$ cat config.mk
export PLATFORM = sky130hd
export DESIGN_NAME = smst_top
export DESIGN_NICKNAME = d
export VERILOG_FILES = /design/src/smst_top.v
export VERILOG_INCLUDE_DIRS = /design/src /design/src/src
export SDC_FILE = /design/constraint.sdc
export NUM_CORES = 1
export LEC_CHECK = 0
export ABC_AREA = 1
export BUFFER_PORTS_ARGS = -buffer_cell sky130_fd_sc_hd__buf_2
export CAP_MARGIN = 20
export CORE_MARGIN = 4
export CORE_UTILIZATION = 52
export DETAILED_ROUTE_END_ITERATION = 10
export PLACE_DENSITY = 0.76
export SLEW_MARGIN = 10
export SYNTH_ARGS = -nofsm -noshare
export SYNTH_HDL_FRONTEND = slang
export SYNTH_SLANG_ARGS = --single-unit
$ cat constraint.sdc
create_clock -name aclk -period 1.5 [get_ports aclk]
set_input_delay 0.075 -clock aclk [delete_from_list [all_inputs] [get_ports aclk]]
set_output_delay 0.075 -clock aclk [all_outputs]
set_load 0.02 [all_outputs]
$ cat src/smst_defs.vh
/*
 Constants for the safety monitor and comparator self-test block: register
 offsets, field positions, reset values and timing counts.
 Assumes a 125 MHz clock and 32-bit AXI4-Lite access, one word per register.
*/
// Function
// - Reference mismatch blocks regulator power-up
// - Safety variant: power-up mismatch fails, ignores bypass
// - System on, bypass 0: shut regulators down
// - System on, bypass 1: interrupt only
// - Reference fault flag set unless masked
// - Status bit follows live reference condition
// - Test covers all monitors and power-good
// - Exercise each overvoltage comparator individually
// - Exercise each undervoltage comparator individually
// - Non-toggling comparator sets a warning bit
// - Four result registers, one bit per regulator
// - Each run overwrites all result registers
// - Secure mode: ordinary writes cannot clear results
// - Power-up continues after test regardless
// - Run request starts test, self-clears
// - Blank fault monitoring at most 200 us
// - On-demand failures set per-regulator flags
`ifndef SMST_DEFS_VH
`define SMST_DEFS_VH

`define SMST_ADDR_CTRL 8'h00
`define SMST_ADDR_STATUS 8'h04
`define SMST_ADDR_IRQ 8'h08
`define SMST_ADDR_MASK 8'h0C
`define SMST_ADDR_BUCK_OV 8'h10
`define SMST_ADDR_LIN_OV 8'h14
`define SMST_ADDR_BUCK_UV 8'h18
`define SMST_ADDR_LIN_UV 8'h1C
`define SMST_ADDR_SECURE 8'h20

// Control register fields
`define SMST_CTRL_RUN 0
`define SMST_CTRL_BYPASS 1
`define SMST_CTRL_SECURE_EN 2
// Status register fields
`define SMST_ST_REF_FAULT 0
`define SMST_ST_BUSY 1
`define SMST_ST_PWRUP_DONE 2
`define SMST_ST_BLOCKED 3
`define SMST_ST_SHUTDOWN 4
`define SMST_ST_POWER_GOOD_OUTPUT_FAIL 5

// Secure write: writing this key to the secure register arms one write
`define SMST_SECURE_KEY 32'h0000005A
`define SMST_RST_CTRL 32'h00000000

// Blanking bound and per-comparator settle time
`define SMST_BLANK_US 200
`define SMST_CLK_MHZ 125
`define SMST_BLANK_CYC (`SMST_BLANK_US * `SMST_CLK_MHZ)
`define SMST_SETTLE_CYC 16

`endif

$ cat src/smst_top.v
/*
 Reference-drift monitor and comparator self-test with an AXI4-Lite slave.
 Assumes comparator and reference-compare inputs synchronous to aclk; the
 analog front end applies the test stimulus selected by the force outputs.
*/
// The implementer's own choices: the AXI4-Lite slave port and the address map.
`timescale 1ns/1ps
`include "smst_defs.vh"
`default_nettype none

module smst_top #(
   parameter NBUCK = 3,
   parameter NLIN = 1,
   parameter SAFETY_VARIANT = 1,
   parameter SETTLE_CYC = `SMST_SETTLE_CYC,
   parameter BLANK_CYC = `SMST_BLANK_CYC
) (
   input wire aclk,
   input wire aresetn,
   input wire [7:0] s_axi_awaddr,
   input wire s_axi_awvalid,
   output reg s_axi_awready,
   input wire [31:0] s_axi_wdata,
   input wire [3:0] s_axi_wstrb,
   input wire s_axi_wvalid,
   output reg s_axi_wready,
   output reg [1:0] s_axi_bresp,
   output reg s_axi_bvalid,
   input wire s_axi_bready,
   input wire [7:0] s_axi_araddr,
   input wire s_axi_arvalid,
   output reg s_axi_arready,
   output reg [31:0] s_axi_rdata,
   output reg [1:0] s_axi_rresp,
   output reg s_axi_rvalid,
   input wire s_axi_rready,
   input wire powerup_request,
   input wire system_on,
   input wire reference_mismatch,
   input wire [NBUCK+NLIN-1:0] ov_comparator,
   input wire [NBUCK+NLIN-1:0] uv_comparator,
   input wire power_good_readback,
   output reg [NBUCK+NLIN-1:0] ov_force,
   output reg [NBUCK+NLIN-1:0] uv_force,
   output reg power_good_output,
   output reg fault_blank,
   output reg regulator_enable,
   output reg reference_fault_irq
);
   localparam N = NBUCK + NLIN;
   localparam S_IDLE = 6'b000001;
   localparam S_FORCE = 6'b000010;
   localparam S_RELEASE = 6'b000100;
   localparam S_POWER_GOOD_OUTPUT = 6'b001000;
   localparam S_NEXT = 6'b010000;
   localparam S_DONE = 6'b100000;

   reg [5:0] state_r;
   reg [31:0] cnt_r;
   reg [31:0] blank_r;
   reg [7:0] idx_r;
   reg uv_phase_r;
   reg seen_r;
   reg ondemand_r;
   reg run_r;
   reg bypass_r;
   reg secure_en_r;
   reg secure_arm_r;
   reg irq_flag_r;
   reg irq_mask_r;
   reg pwrup_done_r;
   reg blocked_r;
   reg shutdown_r;
   reg pg_fail_r;
   reg [N-1:0] ov_res_r;
   reg [N-1:0] uv_res_r;
   reg [N-1:0] ov_new_r;
   reg [N-1:0] uv_new_r;
   reg [7:0] awaddr_r;
   reg [31:0] wdata_r;
   reg aw_have_r;
   reg w_have_r;

   wire ref_fault = reference_mismatch;
   wire busy = (state_r != S_IDLE);
   wire wr_go = aw_have_r && w_have_r && !s_axi_bvalid;
   wire wr_ok = !secure_en_r || secure_arm_r;
   wire [N-1:0] cur_sel = {{(N-1){1'b0}}, 1'b1} << idx_r;
   wire cmp_bit = uv_phase_r ? |(uv_comparator & cur_sel) : |(ov_comparator & cur_sel);
   wire run_write = wr_go && (awaddr_r == `SMST_ADDR_CTRL) && wdata_r[`SMST_CTRL_RUN];
   wire start_demand = run_write && wr_ok && !busy && !run_r;
   wire start_pwrup = powerup_request && !pwrup_done_r && !busy;

   function [31:0] pad;
      input [N-1:0] v;
      begin
         pad = 32'h00000000;
         pad[N-1:0] = v;
      end
   endfunction

   // Only the aligned words up to the secure register exist; all else errors
   function [1:0] bus_resp;
      input [7:0] a;
      begin
         if (a > `SMST_ADDR_SECURE || a[1:0] != 2'b00)
            bus_resp = 2'b10;
         else
            bus_resp = 2'b00;
      end
   endfunction

   // Words assembled by field position so the map is kept in one header
   reg [31:0] ctrl_w;
   reg [31:0] status_w;
   always @* begin
      ctrl_w = 32'h00000000;
      ctrl_w[`SMST_CTRL_RUN] = run_r;
      ctrl_w[`SMST_CTRL_BYPASS] = bypass_r;
      ctrl_w[`SMST_CTRL_SECURE_EN] = secure_en_r;
      status_w = 32'h00000000;
      status_w[`SMST_ST_REF_FAULT] = ref_fault;
      status_w[`SMST_ST_BUSY] = busy;
      status_w[`SMST_ST_PWRUP_DONE] = pwrup_done_r;
      status_w[`SMST_ST_BLOCKED] = blocked_r;
      status_w[`SMST_ST_SHUTDOWN] = shutdown_r;
      status_w[`SMST_ST_POWER_GOOD_OUTPUT_FAIL] = pg_fail_r;
   end

   // Write channel: address and data accepted in either order
   always @(posedge aclk) begin
      if (!aresetn) begin
         s_axi_awready <= 1'b0;
         s_axi_wready <= 1'b0;
         s_axi_bvalid <= 1'b0;
         s_axi_bresp <= 2'b00;
         aw_have_r <= 1'b0;
         w_have_r <= 1'b0;
         awaddr_r <= 8'h00;
         wdata_r <= 32'h00000000;
      end else begin
         s_axi_awready <= !aw_have_r && !s_axi_awready && s_axi_awvalid;
         s_axi_wready <= !w_have_r && !s_axi_wready && s_axi_wvalid;
         if (s_axi_awvalid && s_axi_awready) begin
            aw_have_r <= 1'b1;
            awaddr_r <= s_axi_awaddr;
         end
         if (s_axi_wvalid && s_axi_wready) begin
            w_have_r <= 1'b1;
            wdata_r <= s_axi_wdata;
         end
         if (wr_go) begin
            aw_have_r <= 1'b0;
            w_have_r <= 1'b0;
            s_axi_bvalid <= 1'b1;
            s_axi_bresp <= bus_resp(awaddr_r);
         end else if (s_axi_bvalid && s_axi_bready) begin
            s_axi_bvalid <= 1'b0;
         end
      end
   end

   // Read channel
   always @(posedge aclk) begin
      if (!aresetn) begin
         s_axi_arready <= 1'b0;
         s_axi_rvalid <= 1'b0;
         s_axi_rdata <= 32'h00000000;
         s_axi_rresp <= 2'b00;
      end else begin
         s_axi_arready <= !s_axi_rvalid && !s_axi_arready && s_axi_arvalid;
         if (s_axi_arvalid && s_axi_arready) begin
            s_axi_rvalid <= 1'b1;
            s_axi_rresp <= bus_resp(s_axi_araddr);
            case (s_axi_araddr)
               `SMST_ADDR_CTRL: s_axi_rdata <= ctrl_w;
               `SMST_ADDR_STATUS: s_axi_rdata <= status_w;
               `SMST_ADDR_IRQ: s_axi_rdata <= {31'h0, irq_flag_r};
               `SMST_ADDR_MASK: s_axi_rdata <= {31'h0, irq_mask_r};
               `SMST_ADDR_BUCK_OV: s_axi_rdata <= pad(ov_res_r & {{NLIN{1'b0}}, {NBUCK{1'b1}}});
               `SMST_ADDR_LIN_OV: s_axi_rdata <= pad(ov_res_r >> NBUCK);
               `SMST_ADDR_BUCK_UV: s_axi_rdata <= pad(uv_res_r & {{NLIN{1'b0}}, {NBUCK{1'b1}}});
               `SMST_ADDR_LIN_UV: s_axi_rdata <= pad(uv_res_r >> NBUCK);
               `SMST_ADDR_SECURE: s_axi_rdata <= {31'h0, secure_arm_r};
               default: s_axi_rdata <= 32'h00000000;
            endcase
         end else if (s_axi_rvalid && s_axi_rready) begin
            s_axi_rvalid <= 1'b0;
         end
      end
   end

   // Register writes, secure arming and reference fault handling
   always @(posedge aclk) begin
      if (!aresetn) begin
         bypass_r <= 1'b0;
         secure_en_r <= 1'b0;
         secure_arm_r <= 1'b0;
         irq_flag_r <= 1'b0;
         irq_mask_r <= 1'b0;
         shutdown_r <= 1'b0;
         reference_fault_irq <= 1'b0;
      end else begin
         // A key arms exactly one following write; any other write disarms
         if (wr_go)
            secure_arm_r <= (awaddr_r == `SMST_ADDR_SECURE) && (wdata_r == `SMST_SECURE_KEY);
         if (wr_go && awaddr_r == `SMST_ADDR_CTRL) begin
            bypass_r <= wdata_r[`SMST_CTRL_BYPASS];
            // Lifting protection needs an armed write like any guarded field
            if (wr_ok)
               secure_en_r <= wdata_r[`SMST_CTRL_SECURE_EN];
         end
         if (wr_go && awaddr_r == `SMST_ADDR_MASK)
            irq_mask_r <= wdata_r[0];
         if (wr_go && awaddr_r == `SMST_ADDR_IRQ && wdata_r[0])
            irq_flag_r <= 1'b0;
         // Set wins over a clear in the same cycle
         if (ref_fault && !irq_mask_r)
            irq_flag_r <= 1'b1;
         if (ref_fault && system_on && !bypass_r)
            shutdown_r <= 1'b1;
         reference_fault_irq <= irq_flag_r;
      end
   end

   // Self-test sequencer: each comparator forced, then released, must toggle
   always @(posedge aclk) begin
      if (!aresetn) begin
         state_r <= S_IDLE;
         cnt_r <= 32'h00000000;
         blank_r <= 32'h00000000;
         idx_r <= 8'h00;
         uv_phase_r <= 1'b0;
         seen_r <= 1'b0;
         ondemand_r <= 1'b0;
         run_r <= 1'b0;
         pwrup_done_r <= 1'b0;
         blocked_r <= 1'b0;
         pg_fail_r <= 1'b0;
         ov_res_r <= {N{1'b0}};
         uv_res_r <= {N{1'b0}};
         ov_new_r <= {N{1'b0}};
         uv_new_r <= {N{1'b0}};
         ov_force <= {N{1'b0}};
         uv_force <= {N{1'b0}};
         power_good_output <= 1'b0;
         fault_blank <= 1'b0;
         regulator_enable <= 1'b0;
      end else begin
         // Secure mode: results clear only after an armed write
         if (wr_go && wr_ok && !busy && (awaddr_r >= `SMST_ADDR_BUCK_OV) &&
               (awaddr_r <= `SMST_ADDR_LIN_UV)) begin
            ov_res_r <= {N{1'b0}};
            uv_res_r <= {N{1'b0}};
         end
         regulator_enable <= pwrup_done_r && !blocked_r && !shutdown_r;
         if (blank_r != 32'h00000000)
            blank_r <= blank_r - 32'h00000001;
         fault_blank <= ondemand_r && busy && (blank_r != 32'h00000000);
         case (state_r)
            S_IDLE: begin
               if (start_pwrup || start_demand) begin
                  run_r <= 1'b1;
                  ondemand_r <= start_demand;
                  blank_r <= BLANK_CYC;
                  idx_r <= 8'h00;
                  uv_phase_r <= 1'b0;
                  ov_new_r <= {N{1'b0}};
                  uv_new_r <= {N{1'b0}};
                  cnt_r <= 32'h00000000;
                  seen_r <= 1'b0;
                  state_r <= S_FORCE;
               end
            end
            S_FORCE: begin
               ov_force <= uv_phase_r ? {N{1'b0}} : cur_sel;
               uv_force <= uv_phase_r ? cur_sel : {N{1'b0}};
               cnt_r <= cnt_r + 32'h00000001;
               if (cmp_bit && cnt_r > 32'h00000001)
                  seen_r <= 1'b1;
               if (cnt_r == SETTLE_CYC) begin
                  cnt_r <= 32'h00000000;
                  state_r <= S_RELEASE;
               end
            end
            S_RELEASE: begin
               ov_force <= {N{1'b0}};
               uv_force <= {N{1'b0}};
               cnt_r <= cnt_r + 32'h00000001;
               if (cnt_r == SETTLE_CYC) begin
                  // A toggle means high while forced and low once released
                  if (!(seen_r && !cmp_bit)) begin
                     if (uv_phase_r)
                        uv_new_r <= uv_new_r | cur_sel;
                     else
                        ov_new_r <= ov_new_r | cur_sel;
                  end
                  cnt_r <= 32'h00000000;
                  state_r <= S_NEXT;
               end
            end
            S_NEXT: begin
               seen_r <= 1'b0;
               if (idx_r == N - 1) begin
                  idx_r <= 8'h00;
                  if (uv_phase_r)
                     state_r <= S_POWER_GOOD_OUTPUT;
                  else begin
                     uv_phase_r <= 1'b1;
                     state_r <= S_FORCE;
                  end
               end else begin
                  idx_r <= idx_r + 8'h01;
                  state_r <= S_FORCE;
               end
            end
            S_POWER_GOOD_OUTPUT: begin
               // Pulse the power-good pin and watch it read back
               cnt_r <= cnt_r + 32'h00000001;
               power_good_output <= (cnt_r < SETTLE_CYC);
               if (cnt_r == 32'h00000002)
                  seen_r <= power_good_readback;
               if (cnt_r == 2 * SETTLE_CYC) begin
                  pg_fail_r <= !(seen_r && !power_good_readback);
                  cnt_r <= 32'h00000000;
                  state_r <= S_DONE;
               end
            end
            S_DONE: begin
               ov_res_r <= ov_new_r;
               uv_res_r <= uv_new_r;
               run_r <= 1'b0;
               if (!ondemand_r) begin
                  pwrup_done_r <= 1'b1;
                  if (ref_fault && (SAFETY_VARIANT != 0))
                     blocked_r <= 1'b1;
                  else if (ref_fault && !bypass_r)
                     blocked_r <= 1'b1;
               end
               ondemand_r <= 1'b0;
               state_r <= S_IDLE;
            end
            default: state_r <= S_IDLE;
         endcase
      end
   end
endmodule

`default_nettype wire

==> summary.md <==
| Metric | Value |
|---|---|
| CTS tree | built |
| Via Count | 10900 |
| Synth area leaders | dfxtp_1, nor2_1, nand2_1 |
| Worst slew pin tran | just under 0.5 ns |
| Smallest hold slack | 0.0504 ns |
| RSZ-0062 raised after global routing | yes |
| Worst setup slack after layout | -0.407 ns |
| Leading area contributor after synthesis | dfxtp_1 |
| DRC Markers | 0 |
| Layout cell share with drive strength beyond 1 | ~37% |
| Clock Latency Late Sink | 0.45 ns |
| Final net count | approximately 1800 |
| Max clock buf depth | 2 |
| Max Slew Vio Count | 0 |
| Total power | approximately 19000 µW |
| Most instantiated library cell after synthesis | nor2_1 |
| Critical path arrival | around 2.2 ns |
| Main synth FF type | dfxtp_1 |
| Die Area | around 19000 µm² |
| All-layer global routing usage | between 20% and 30% |
| Top-area cell type share of the netlist area | 38.8% |
| Syn Std Cell Area | around 9000 µm² |
| DRT Pass-1 Iters | 8 |
| Met2 GRT Util | between 50% and 60% |
| Unique masters post-synth | 49 |
| Initial Util | between 50% and 60% |
| CP Capture Type | flop |
| Dpl ws | -0.257 ns |
| Vias in the first global route | 10200 |
| Commonest cells post-synth | nor2_1, nand2_1, dfxtp_1 |
| Req. time, crit path | approximately 1.8 ns |
| Reg2reg setup slack | -0.41 ns |
| Core Rows | between 40 and 50 |
| Port Buf Inserts | 91 |
| First-pass GRT wire length | around 48000 µm |
| Status | finished, violations left |
| Worst setup SP type | flop |
| Worst vdd rail ir drop | 973 µV |
| Slew HR | around 67% |
| Worst-case reg-to-reg path depth | 12 |
| Pwr Density | ~1400 nW/µm² |
| Ys async rst share | 0% |
| Grt met3 use | between 4 and 5% |
| Setup violators final | 100 |
| Tmin final | approximately 1.9 ns |
| Leak pwr | 0.00598 µW |
| Via-per-instance ratio | ~5.6 |
| IO Pins | between 100 and 150 |
| Placer Congestion | between 0.9 and 1 |
| Post-Syn Instances | between 1000 and 1500 |
| Post-synth EDFFs | 0 |
| Finished layout cell area | roughly 13000 µm² |
| Setup TNS | -16.11 ns |
| Largest net degree at the start of global routing | between 50 and 60 |
| Initial DRC Count | ~1200 |
| Total gr overflow | 0 |
| Core area | roughly 17000 µm² |
| Final hold vios | 0 |
| WL per Instance | 16.8 µm |
| CTS clk-pin slew, worst paths | around 0.08 ns |
| Dpl hpwl | around 20000 µm |
| Register area share after synthesis | slightly below 40% |
| H-tree depth | 4 |
| Post-Route WL | around 32000 µm |
| Hold path depth | 4 |
| CTS Buf Count | 17 |
| CP Class | flop to flop |
| Die height | around 140 µm |
| Avg Cell Area, Syn | between 6 and 7 µm² |
| Met1 GRT Util | 37.5% |
| GR peak layer | met2 |
| Die width | between 100 and 150 µm |
| Max Cap Viol | 0 |
| Seq cells post-synth | 174 |
| Worst-path fanout max | 8 |
| Area post-placement | 11300 µm² |
| Synth Warn # | 0 |
| Initial antenna violation count | 0 |
| Tcrit/Tclk final | 127% |
| Failing checks | setup timing |
| Area Overhead vs Synth | 49.6% |
| Clock root cell | clkbuf_16 |
| Clk_skew | roughly 0.013 ns |
| Clock Sinks | 174 |
| Hold Crit Class | input pin to flop |
| Fmax | 524 MHz |
| Routed Antenna Nets | 0 |
[final timing paths]
path	start	end
hold reg to reg	irq_mask_r	irq_flag_r
setup reg to reg	cnt_r[10]	ov_new_r[0]
hold / removal	powerup_request	ondemand_r
setup / recovery	cnt_r[10]	ov_new_r[0]
[routing by layer]
metal	part of all wire, %	vias to the layer above
met2	49	615
met3	7.2	165
met5	0	-
met4	4.8	0
met1	40	5059
li1	-	5013
[layout by cell type, fill, tap and decap left out, drive strengths merged, types with 2 or more instances in the layout]
| cell | n |
|---|---|
| ha | 7 |
| nand2 | 252 |
| buf | 347 |
| o221ai | 2 |
| nor3 | 53 |
| xor2 | 23 |
| nand4 | 31 |
| o21ai | 79 |
| o21bai | 6 |
| clkbuf | 18 |
| o2111ai | 2 |
| nor4 | 14 |
| a21oi | 74 |
| conb | 28 |
| xnor2 | 13 |
| dfxtp | 174 |
| o211ai | 12 |
| inv | 139 |
| dlygate4sd3 | 49 |
| nor2 | 260 |
| nand3 | 82 |
| clkinv | 6 |
| a31oi | 9 |
| or2 | 4 |
| a211oi | 3 |
| o22ai | 4 |
| o21a | 5 |
[stage by stage]
| stage | util (%) | instances |
|---|---|---|
| floorplan | - | 1338 |
| finish | 80.1 | 1925 |
| CTS | 76.5 | 1906 |
| detailed placement | 67.3 | 1812 |
| global placement | 67.3 | 1812 |
| global route | 80.1 | 1924 |
[layout make-up]
type / instances / area (µm²)
Sequential cell: 174 / 3540
Timing Repair Buffer: 397 / 3020
Tap cell: 220 / 275
Clock inverter: 15 / 191
Inverter: 131 / 515
Antenna cell: 1 / 2.50
Multi-Input combinational cell: 970 / 5460
Fill cell: 1017 / 3330
Clock buffer: 17 / 425
[critical path, stage by stage, from the launching register on]
cell,delay (ns)
dfxtp_2,0.35
inv_1,0.07
nand2_1,0.06
nor3_2,0.23
nand2_2,0.14
nor2_2,0.14
nand2_2,0.08
nand2_2,0.12
nand2_4,0.09
nor2_4,0.24
nand3_1,0.12
nand2_1,0.09
nor2_1,0.05
[flip-flops by register name, summed over array words and instances (netlist names), 4 cells and up]
register     flops
blank_r         32
cnt_r           32
wdata_r         32
awaddr_r         8
idx_r            8
s_axi_rdata      6
state_r          6
ov_force         4
ov_new_r         4
ov_res_r         4
uv_force         4
uv_new_r         4
uv_res_r         4
[logic make-up after synthesis]
| logic type | share of synthesized area (%) |
|---|---|
| XOR/XNOR | 3.51 |
| AO/OA/AOI/OAI | 12.5 |
| buffers and inverters | 9.74 |
| flip-flops | 38.8 |
| AND/OR/NAND/NOR | 34.4 |
| other | 0.0418 |
| adder cells (fa/ha/maj) | 0.976 |
[power by group]
part | switching [µW] | internal (µW)
sequential | 406 | 5100
combinational | 4970 | 3870
clock | 2330 | 2290
[timing repair]
item | 4_1_cts | 5_1_grt
hold buffers | 48 | 1
pin swaps | 34 | 42
resized for setup | 113 | 129
endpoints found under the hold margin | 47 | 1
setup buffers | 13 | 15
gates cloned | 1 | 3
setup endpoints to repair | 89 | 111
Note: power is estimated with default switching activity, not from simulation.
